`config.mk`:
```
export PLATFORM = sky130hd
export DESIGN_NAME = nibble_add_unit
export DESIGN_NICKNAME = d
export VERILOG_FILES = /design/src/include/nibble_add_pkg.sv /design/src/design/nibble_ram.sv /design/src/design/nibble_add_unit.sv
export SDC_FILE = /design/constraint.sdc
export NUM_CORES = 1
export LEC_CHECK = 0
export BUFFER_PORTS_ARGS = -buffer_cell sky130_fd_sc_hd__buf_2
export CORE_UTILIZATION = 39
export CTS_CLUSTER_DIAMETER = 120
export DETAILED_ROUTE_END_ITERATION = 8
export SYNTH_ARGS = -nofsm -noshare
export SYNTH_HDL_FRONTEND = slang
export SYNTH_SLANG_ARGS = --single-unit
```
`constraint.sdc`:
```
create_clock -name mclk -period 8.6 [get_ports mclk]
set_input_delay 1.29 -clock mclk [delete_from_list [all_inputs] [get_ports mclk]]
set_output_delay 1.29 -clock mclk [all_outputs]
set_load 0.05 [all_outputs]
```
`src/include/nibble_add_pkg.sv`:
```
// Constants, opcode codes and decode helpers for the nibble add unit.
// Assumes a 16-bit program word and a 128 x 4 data memory holding the scratch registers.
package nibble_add_pkg;

  // ==========================================================================
  // Widths and sizes
  localparam int INSTR_W = 16;
  localparam int NIB_W = 4;
  localparam int ADDR_W = 7;
  localparam int RAM_DEPTH = 128;
  localparam int WIDX_W = 4;
  localparam int SUM_W = NIB_W + 1;
  localparam int MEM_OP_W = 9;
  localparam int IMM_OP_W = 8;

  // ==========================================================================
  // Field positions in the program word
  localparam int MEM_OP_LSB = 7;
  localparam int IMM_OP_LSB = 8;
  localparam int IMM_LSB = 4;
  localparam int WIDX_LSB = 0;
  localparam int ADDR_LSB = 0;
  localparam int CARRY_POS = 4;

  // ==========================================================================
  // Opcode codes, memory forms (upper nine bits)
  localparam logic [MEM_OP_W-1:0] OPC_ADD_M = 9'h060;
  localparam logic [MEM_OP_W-1:0] OPC_ADDR_M = 9'h032;
  localparam logic [MEM_OP_W-1:0] OPC_ADU_M = 9'h050;
  localparam logic [MEM_OP_W-1:0] OPC_SUM_CARRY_PRESERVED_WRITEBACK_M = 9'h052;

  // Opcode codes, immediate forms (upper eight bits)
  localparam logic [IMM_OP_W-1:0] OPC_ADD_I = 8'h1C;
  localparam logic [IMM_OP_W-1:0] OPC_ADDR_I = 8'h1D;
  localparam logic [IMM_OP_W-1:0] OPC_SUM_WITH_CARRY_WRITEBACK_I = 8'h0D;
  localparam logic [IMM_OP_W-1:0] OPC_ADU_I = 8'h2C;
  localparam logic [IMM_OP_W-1:0] OPC_SUM_CARRY_PRESERVED_WRITEBACK_I = 8'h2D;

  // ==========================================================================
  // Placement of the scratch registers and reset values
  localparam logic [ADDR_W-1:0] WR_BASE = 7'h00;
  localparam logic [NIB_W-1:0] ACC_RST = 4'h0;
  localparam logic [NIB_W-1:0] NIB_ZERO = 4'h0;
  localparam logic CARRY_RST = 1'b0;
  localparam logic ZERO_RST = 1'b0;

  // ==========================================================================
  // Operation kinds
  typedef enum logic [3:0] {
    OP_NONE,
    OP_ADD_M,
    OP_ADDR_M,
    OP_ADU_M,
    OP_SUM_CARRY_PRESERVED_WRITEBACK_M,
    OP_ADD_I,
    OP_ADDR_I,
    OP_SUM_WITH_CARRY_WRITEBACK_I,
    OP_ADU_I,
    OP_SUM_CARRY_PRESERVED_WRITEBACK_I
  } op_t;

  // Decodes a program word into an operation kind.
  function automatic op_t decode_op(input logic [INSTR_W-1:0] w);
    logic [MEM_OP_W-1:0] mo;
    logic [IMM_OP_W-1:0] io;
    op_t r;
    mo = w[INSTR_W-1:MEM_OP_LSB];
    io = w[INSTR_W-1:IMM_OP_LSB];
    r = OP_NONE;
    if (mo == OPC_ADD_M) r = OP_ADD_M;
    else if (mo == OPC_ADDR_M) r = OP_ADDR_M;
    else if (mo == OPC_ADU_M) r = OP_ADU_M;
    else if (mo == OPC_SUM_CARRY_PRESERVED_WRITEBACK_M) r = OP_SUM_CARRY_PRESERVED_WRITEBACK_M;
    else if (io == OPC_ADD_I) r = OP_ADD_I;
    else if (io == OPC_ADDR_I) r = OP_ADDR_I;
    else if (io == OPC_SUM_WITH_CARRY_WRITEBACK_I) r = OP_SUM_WITH_CARRY_WRITEBACK_I;
    else if (io == OPC_ADU_I) r = OP_ADU_I;
    else if (io == OPC_SUM_CARRY_PRESERVED_WRITEBACK_I) r = OP_SUM_CARRY_PRESERVED_WRITEBACK_I;
    return r;
  endfunction : decode_op

  // True for the immediate forms.
  function automatic logic op_is_imm(input op_t op);
    return (op == OP_ADD_I) || (op == OP_ADDR_I) || (op == OP_SUM_WITH_CARRY_WRITEBACK_I) ||
           (op == OP_ADU_I) || (op == OP_SUM_CARRY_PRESERVED_WRITEBACK_I);
  endfunction : op_is_imm

  // True where the result also goes back to the source location.
  function automatic logic op_writes_back(input op_t op);
    return (op == OP_ADDR_M) || (op == OP_SUM_CARRY_PRESERVED_WRITEBACK_M) || (op == OP_ADDR_I) ||
           (op == OP_SUM_WITH_CARRY_WRITEBACK_I) || (op == OP_SUM_CARRY_PRESERVED_WRITEBACK_I);
  endfunction : op_writes_back

  // True where the carry bit is left as it was.
  function automatic logic op_keeps_carry(input op_t op);
    return (op == OP_ADU_M) || (op == OP_SUM_CARRY_PRESERVED_WRITEBACK_M) || (op == OP_ADU_I) || (op == OP_SUM_CARRY_PRESERVED_WRITEBACK_I);
  endfunction : op_keeps_carry

endpackage : nibble_add_pkg

```
`src/design/nibble_ram.sv`:
```
// Data memory of 128 nibbles with one write port and one registered read port.
// Assumes one clock; contents clear on reset; a read of a location written on the same edge sees the old value.
`timescale 1ns/1ps
module nibble_ram
  import nibble_add_pkg::*;
(
  // Clock and reset
  input wire logic mclk,
  input wire logic rstn,
  // Write port
  input wire logic we,
  input wire logic [ADDR_W-1:0] waddr,
  input wire logic [NIB_W-1:0] wdata,
  // Read port
  input wire logic [ADDR_W-1:0] raddr,
  output logic [NIB_W-1:0] rdata
);

  // ==========================================================================
  // Storage
  logic [NIB_W-1:0] mem_q [RAM_DEPTH];

  // Cleared on reset so that every add starts from known operands.
  always_ff @(posedge mclk or negedge rstn) begin
    if (!rstn) begin
      for (int i = 0; i < RAM_DEPTH; i++) begin
        mem_q[i] <= NIB_ZERO;
      end
    end else if (we) begin
      mem_q[waddr] <= wdata;
    end
  end

  // ==========================================================================
  // Registered read
  always_ff @(posedge mclk or negedge rstn) begin
    if (!rstn) begin
      rdata <= NIB_ZERO;
    end else begin
      rdata <= mem_q[raddr];
    end
  end

endmodule : nibble_ram

```
`src/design/nibble_add_unit.sv`:
```
// Decode and execution of the nibble add instruction group, with accumulator, flags and data memory.
// Assumes the program word arrives with a valid and ready handshake on the core clock.
`timescale 1ns/1ps

// Contract
// RL1: Memory forms take the low seven word bits as the operand's memory address.
// RL2: Plain memory add loads accumulator with memory plus accumulator, updates both flags.
// RL3: Memory add with writeback stores the sum in accumulator and memory, both flags.
// RL4: Carry-kept memory add with writeback stores sum in both, updates zero only.
// RL5: Carry-kept memory add loads accumulator only, updates zero, keeps carry.
// RL6: Plain immediate add loads accumulator with scratch register plus immediate, both flags.
// RL7: Immediate add with writeback stores sum in accumulator and scratch register, both flags.
// RL8: Immediate add with carry in sums register, immediate, carry; writes both; both flags.
// RL9: Carry-kept immediate add loads accumulator only, updates zero, keeps carry.
// RL10: Carry-kept immediate add with writeback writes both places, updates zero only.
// RL11: Immediate forms take bits seven to four as immediate, three to zero as index.
// RL12: Each add, with writeback and flags, completes within one machine cycle; the unit takes two mclk cycles, accept then execute.
// RL13: Carry is the carry out of bit three; zero is set when the result is zero.
module nibble_add_unit
  import nibble_add_pkg::*;
(
  // Clock and reset
  input wire logic mclk,
  input wire logic rstn,
  // Program word from the decoder
  input wire logic instr_valid,
  input wire logic [INSTR_W-1:0] instr_word,
  output logic instr_ready,
  output logic done,
  // Direct loads from the rest of the core
  input wire logic acc_wr,
  input wire logic [NIB_W-1:0] acc_wdata,
  input wire logic carry_wr,
  input wire logic carry_wdata,
  // Architectural state
  output logic [NIB_W-1:0] acc,
  output logic carry_bit,
  output logic zero_bit,
  // Memory observation
  input wire logic [ADDR_W-1:0] peek_addr,
  output logic [NIB_W-1:0] peek_data
);

  // ==========================================================================
  // Declarations
  typedef enum logic {
    ST_IDLE,
    ST_EXEC
  } state_t;

  state_t state_q;
  state_t state_d;
  op_t op_q;
  op_t op_d;
  logic [ADDR_W-1:0] dst_q;
  logic [ADDR_W-1:0] dst_d;
  logic [NIB_W-1:0] imm_q;
  logic [NIB_W-1:0] imm_d;
  logic [NIB_W-1:0] acc_q;
  logic [NIB_W-1:0] acc_d;
  logic carry_q;
  logic carry_d;
  logic zero_q;
  logic zero_d;
  logic done_q;
  logic done_d;

  op_t op_in;
  logic take;
  logic [ADDR_W-1:0] src_addr;
  logic [ADDR_W-1:0] ram_raddr;
  logic [NIB_W-1:0] ram_rdata;
  logic ram_we;
  logic [NIB_W-1:0] opnd_b;
  logic cin;
  logic [SUM_W-1:0] sum;
  logic [NIB_W-1:0] result;

  // ==========================================================================
  // Decode of the incoming word
  always_comb begin
    op_in = decode_op(instr_word);
    take = (state_q == ST_IDLE) && instr_valid && (op_in != OP_NONE);
    if (op_is_imm(op_in)) begin
      src_addr = WR_BASE + {{(ADDR_W-WIDX_W){1'b0}}, instr_word[WIDX_LSB +: WIDX_W]}; // see RL11
    end else begin
      src_addr = instr_word[ADDR_LSB +: ADDR_W]; // see RL1
    end
    ram_raddr = take ? src_addr : peek_addr;
  end

  assign instr_ready = (state_q == ST_IDLE);
  assign done = done_q;
  assign acc = acc_q;
  assign carry_bit = carry_q;
  assign zero_bit = zero_q;
  assign peek_data = ram_rdata;

  // ==========================================================================
  // Adder
  always_comb begin
    if (op_is_imm(op_q)) begin
      opnd_b = imm_q; // see RL6
    end else begin
      opnd_b = acc_q; // see RL2
    end
    cin = (op_q == OP_SUM_WITH_CARRY_WRITEBACK_I) ? carry_q : 1'b0; // see RL8
    sum = SUM_W'(ram_rdata) + SUM_W'(opnd_b) + SUM_W'(cin);
    result = sum[NIB_W-1:0];
  end

  // ==========================================================================
  // Sequencer and state update
  always_comb begin
    state_d = state_q;
    op_d = op_q;
    dst_d = dst_q;
    imm_d = imm_q;
    acc_d = acc_q;
    carry_d = carry_q;
    zero_d = zero_q;
    done_d = 1'b0;
    ram_we = 1'b0;
    case (state_q)
      ST_IDLE: begin
        if (acc_wr) begin
          acc_d = acc_wdata;
        end
        if (carry_wr) begin
          carry_d = carry_wdata;
        end
        if (take) begin
          op_d = op_in;
          dst_d = src_addr; // see RL1
          imm_d = instr_word[IMM_LSB +: NIB_W]; // see RL11
          state_d = ST_EXEC;
        end
      end
      ST_EXEC: begin
        acc_d = result; // see RL2
        zero_d = (result == NIB_ZERO); // see RL13
        if (!op_keeps_carry(op_q)) begin // see RL4 RL5 RL9 RL10
          carry_d = sum[CARRY_POS]; // see RL13
        end
        ram_we = op_writes_back(op_q); // see RL3 RL4 RL7 RL10
        done_d = 1'b1; // see RL12
        state_d = ST_IDLE;
      end
      default: begin
        state_d = ST_IDLE;
      end
    endcase
  end

  always_ff @(posedge mclk or negedge rstn) begin
    if (!rstn) begin
      state_q <= ST_IDLE;
      op_q <= OP_NONE;
      dst_q <= WR_BASE;
      imm_q <= NIB_ZERO;
      acc_q <= ACC_RST;
      carry_q <= CARRY_RST;
      zero_q <= ZERO_RST;
      done_q <= 1'b0;
    end else begin
      state_q <= state_d;
      op_q <= op_d;
      dst_q <= dst_d;
      imm_q <= imm_d;
      acc_q <= acc_d;
      carry_q <= carry_d;
      zero_q <= zero_d;
      done_q <= done_d;
    end
  end

  // ==========================================================================
  // Data memory with the scratch registers at its base
  nibble_ram u_ram (
    .mclk(mclk),
    .rstn(rstn),
    .we(ram_we),
    .waddr(dst_q),
    .wdata(result),
    .raddr(ram_raddr),
    .rdata(ram_rdata)
  );

endmodule : nibble_add_unit

```
# Word-level counts from Yosys, hierarchy flattened
# Index checks and enable logic that the tools add are counted.
# W data, S select, Z words.
# op_classes
n_reduce_logical	22
muxes	28
bitwise_logic	3
eq_ne	25
n_addsub	2
n_lt_le_gt_ge	3
# op_table
cell	n
$bwmux W512	1
$mux W4	14
$bmux W4 S7	1
$demux W4 S7	1
$eq A4 B3 Y1 const B	7
$eq A9 B7 Y1 const B	3
$eq A4 B4 Y1 const B	4
$eq A8 B5 Y1 const B	2
$eq A8 B6 Y1 const B	2
$ge A8 B8 Y1 const B	2
$not A7 Y8	2
$logic_or A1 B1 Y1	15
$mux W7	2
$eq A9 B6 Y1 const B	1
$eq A4 B2 Y1 const B	2
$eq A8 B4 Y1 const B	1
$lt A8 B1 Y1 const B	1
$pmux W4 S2	1
$mux W1	6
$add A4 B4 Y5	1
$add A5 B1 Y5	1
$logic_not A4 Y1	1
$ne A2 B1 Y1 const B	2
$pmux W1 S2	2
other kinds (5)	8
# totals
out_inout_bits	12
input_bits	33
regBits	539

# Logic depth before layout (Yosys ltp)
# depth
ltp_word	21
depth_mapped	16
ltp_nobuf	11

# Cells and area by module
# Synthesis repeated with hierarchy kept, for this count alone.
# unflattened
hier_cells	1639
hier_area_um2	25271.7
# modules_own_cells
mod	cells_per_inst	n_inst	area_each_um2	seq_area_each_um2
nibble_ram	1483	1	23672.7	12912.4
nibble_add_unit	156	1	1599.0	575.6

# Least setup slack after synthesis
# OpenSTA, ideal clock, no wires.
# synth_path
path_kind	input to register
startpoint	input instr_word[10]
endpoint	register u_ram.rdata[2]
cell_stages	14
t_arrival_ps	4022
required_time_ps	8474
setup_time_ps	126
path_slack_ps	4451
path_cell_list	buf_6 nor4b_2 o2111ai_1 a211o_1 inv_2 buf_4 mux2i_4 buf_4 buf_4 nand3_1 a221oi_1 a2111oi_0 or2_2 o2bb2a_1
# synth_via
elab_chain_len	21
elab_cells_between_ends	35
cone_classes	eq/ne (14); mux (14); bitwise (1); reduce/logical (6)
# synth_rtl
item	line_no	source
from (decl)	nibble_add_unit.sv:27	input wire logic [INSTR_W-1:0] instr_word,
$eq A8 B6 Y1	nibble_add_pkg.sv:78	else if (io == OPC_SUM_CARRY_PRESERVED_WRITEBACK_I) r = OP_SUM_CARRY_PRESERVED_WRITEBACK_I;
$mux W4	nibble_add_pkg.sv:78	
$mux W4	nibble_add_pkg.sv:77	else if (io == OPC_ADU_I) r = OP_ADU_I;
$mux W4	nibble_add_pkg.sv:76	else if (io == OPC_SUM_WITH_CARRY_WRITEBACK_I) r = OP_SUM_WITH_CARRY_WRITEBACK_I;
$mux W4	nibble_add_pkg.sv:75	else if (io == OPC_ADDR_I) r = OP_ADDR_I;
$mux W4	nibble_add_pkg.sv:74	else if (io == OPC_ADD_I) r = OP_ADD_I;
$mux W4	nibble_add_pkg.sv:73	else if (mo == OPC_SUM_CARRY_PRESERVED_WRITEBACK_M) r = OP_SUM_CARRY_PRESERVED_WRITEBACK_M;
$mux W4	nibble_add_pkg.sv:72	else if (mo == OPC_ADU_M) r = OP_ADU_M;
(+2 left out)	-	
$eq A4 B3 Y1	nibble_add_pkg.sv:84	return (op == OP_ADD_I) || (op == OP_ADDR_I) || (op == OP_SUM_WITH_CARRY_WRITEBACK_I) ||
$logic_or A1 B1 Y1 (3 in series)	nibble_add_pkg.sv:84	
$logic_or A1 B1 Y1	nibble_add_pkg.sv:85	(op == OP_ADU_I) || (op == OP_SUM_CARRY_PRESERVED_WRITEBACK_I);
$mux W7	nibble_add_unit.sv:84	if (op_is_imm(op_in)) begin
$mux W7 (*)	nibble_add_unit.sv:89	ram_raddr = take ? src_addr : peek_addr;
$not A7 Y8 (implied by the code) (*)	nibble_ram.sv:40	rdata <= mem_q[raddr];
$bmux W4 S7 (*)	nibble_ram.sv:40	
$mux W4 (implied by the code) (*) (2 in series)	nibble_ram.sv:40	
to (signal assigned)	nibble_ram.sv:40	
to (decl)	nibble_ram.sv:16	output logic [NIB_W-1:0] rdata
# Mark *: on every way between the ends. The rest lies on a longest branch, timed or not. The select of a mux whose other input is x is not followed.
# A chain may end at the register's enable or synchronous reset.

# Final worst setup path
# layout_path
startpoint	input instr_word[15]
endpoint	register u_ram.rdata[2]
# The elaborated chain is that of the path after synthesis.

==> reports/summary.txt <==
Critical path required time - 9160 ps
Initial antenna violation count - 1
DR WL/cell - 21.83 microns
Post-synth EDFFs - 0
Clk_lat worst skew - 620 ps
Switch share - 29.55%
I/O pins - 45
Clk network pwr share - 41.8%
CTS Buf Count - 56
Worst Path Buf+Inv - 4
Fin Setup TNS - 0 ps
Routability cong. - 0.8717
Status - complete, no violations
Clk_skew - 12.47 ps
P_sw - 1743 uW
DIE AREA - 66,390 sq um
Maximum root-to-sink buffer count - 3
Vias in the first global route - 19,150
Post-DP Area - 26,540 sq um
DIE HEIGHT - 257.7 microns
Seq cells post-synth - 539
Fin crit period - 5407 ps
Cts repair resizes - 0
Logic pwr share - 14.1%
Commonest cells after routing, fill and taps aside - 539 x dfrtp_1, 475 x nand2_1, 327 x mux2_2
Root cell of the clock tree - clkbuf_16
CP Cell Sequence - buf_2, nor4b_1, o2111ai_1, a211o_1, buf_4, inv_2, mux2_8, buf_4, mux2i_1, mux4_2, and2_0, or4_1, o41ai_1, o2bb2a_1
Setup crit end kind - flop
PortBufs - 44
Detailed Route Iter0 Violations - 1,850
Clk sink count - 539
Final hold vios - 0
Cell area after layout - 28,420 sq um
Synth Warn # - 0
Worst relative slew slack - 15.80%
Slew @ Worst Pin - 1251 ps
WP data arrival - 5970 ps
Syn avg cell area - 10.21 sq um
Hold_buf cts - 0
Cell-internal power - 4155 uW
# rows - 93
Final Max Slew Viols - 0
Final setup fails - 0
Post-CTS setup buffers - 0
Post-route DRC - 0
Cell count after synthesis - 2,497
Post-Route WL - 73.69 mm
Nets - 2,513
Grt ovf - 0
Syn Nets - 2,535
CTS HTree Levels - 2
Ys flop type - dfrtp_1
Slowest cell on the critical path - buf_4
Sequential-to-total area share from yosys stat - 52.91%
Hold/Removal Path Class - reg2reg
Crit share post-route - 62.87%
Unique cell type count in the Yosys netlist - 62
Ys async rst share - 100.0%
Crit path max fanout - 65
WS Path Type - in2reg
Largest delay share family, worst path - buffers and inverters
CP peak stage delay - 730 ps
Pleak - 0.01311 uW
Area of the mapped netlist - 25,490 sq um
Largest net degree at the start of global routing - 155
Worst vdd ir - 0.1345 mV
Ratio of cells with drive above 1 in the final layout - 20.71%
Initial Util - 39.55%
Synth-to-Final Area Change - 11.48%
Clock Pin Slew Worst Setup and Hold Paths - 60 ps
Pwr/cell area - 207.5 nW/um^2
Max Cap Viol - 0
Die Wd - 257.7 microns
CP most frequent cell - buf_4
Crit path launch type - input port
GRT Total Usage - 22.32%
RSZ-0062 raised after global routing - false
DRT Pass-1 Iters - 6
CTS tree - yes
Via count - 19,220
First-pass GRT wire length - 115.7 mm
Post-DRT Antenna Nets - 0
Share of power burned in registers - 44.1%
Diode count - 0
Fmax achieved - 184.9 MHz
HPWL after DPL - 44.99 mm
Most common cell after layout, fill and taps aside - dfrtp_1
Core Footprint - 64,460 sq um
Vias per std cell - 5.694
-- kinds of logic (layout without fill, tap and decap cells) --
group | count (synthesis) | count (layout) | share of synthesized area, %
compound gates | 438 | 438 | 10.08
simple gates | 896 | 896 | 14.57
flops | 539 | 539 | 52.91
xor+xnor | 4 | 4 | 0.1374
mux | 442 | 442 | 19.07
fa+ha+maj | 6 | 6 | 0.3485
buf+inv | 172 | 195 | 2.886
-- synthesized netlist by cell type (4+ instances only) --
cell type	number	area share [%]
a2111oi_0	4	0.14
or3_1	5	0.12
a32oi_1	4	0.14
mux2_2	328	14
mux2i_1	110	4.3
dfrtp_1	539	53
a22o_1	6	0.21
nand2b_1	6	0.15
nor2b_1	10	0.25
and3_1	4	0.098
o22ai_1	6	0.15
a21oi_1	206	4.0
buf_4	9	0.27
o211ai_1	4	0.12
a221oi_1	4	0.14
nand3_1	131	2.6
clkbuf_1	109	1.6
nor4_1	21	0.52
buf_1	9	0.13
a31oi_1	8	0.20
inv_1	9	0.13
or2_2	5	0.12
o31ai_1	6	0.18
nand4_1	4	0.098
a22oi_1	28	0.82
nor2_1	220	3.2
nand2_1	475	7.0
o221ai_1	32	1.1
o21ai_0	106	2.1
o2111ai_1	6	0.21
buf_2	33	0.65
nor3_1	6	0.12
-- cell type report --
cell class | instances | area, sq um
sequential | 539 | 13490
inverter | 10 | 37.54
clock buffer | 91 | 1754
timing repair buffer | 82 | 553.0
fill | 6057 | 36040
multi-input combinational | 1786 | 11390
tap | 855 | 1070
clock inverter | 12 | 130.1
-- tightest hold or removal path, stage by stage, from the launching register on --
cell and delay [ps]:
dfrtp_1 340, nand2_1 40, o21ai_0 60
-- per-layer routing --
layer  GRT usage [%]  wire (microns)  vias up
li1                -               -     8673
met1           30.85           32370     9751
met2           35.48           34090      655
met3           3.563            4683      139
met4           7.939            2541        0
met5               0               0        -
-- sequential cells by signal (all words and copies together), names as in the netlist --
name,flops
imm_q,4
carry_bit,1
zero_bit,1
u_ram.mem_q,512
state_q,1
done,1
acc,4
u_ram.rdata,4
op_q,4
dst_q,7
-- per-stage QoR --
stage | instances | setup WS [ps] | hold WS (ps) | power (uW) | utilization, %
2_1_floorplan | 2497 | 4451 | 387.6 | 3070 | -
5_1_grt | 3375 | 2844 | 500.1 | 6100 | 44.09
3_5_place_dp | 3272 | 2511 | 469.4 | 3467 | 41.16
6_report | 3375 | 3193 | 477.9 | 5898 | 44.09
3_3_place_gp | 3272 | 2557 | 460.6 | 3457 | 41.16
4_1_cts | 3375 | 3161 | 482.7 | 5942 | 44.09
-- worst paths after layout --
path / from / endpoint / slack (ps) / cells past startpoint
worst max-delay path: instr_word[15] / u_ram.rdata[2] / 3190 / 14
worst min-delay path: u_ram.mem_q[281] / u_ram.mem_q[281] / 480 / 2
worst max register to register: state_q / u_ram.rdata[2] / 4090 / 11
worst min register to register: u_ram.mem_q[281] / u_ram.mem_q[281] / 480 / 2
max in group asynchronous: rstn / u_ram.mem_q[441] / 5890 / 3
min in group asynchronous: rstn / u_ram.mem_q[475] / 690 / 1
-- power groups by stage --
stage / Clock, uW / Combinational (uW) / Sequential, uW
floorplan: 0 / 435 / 2640
global placement: 0 / 815 / 2640
detailed placement: 0 / 824 / 2640
CTS: 2520 / 826 / 2600
global route: 2620 / 880 / 2600
finish: 2470 / 831 / 2600
(Power assumes the default switching activity.)
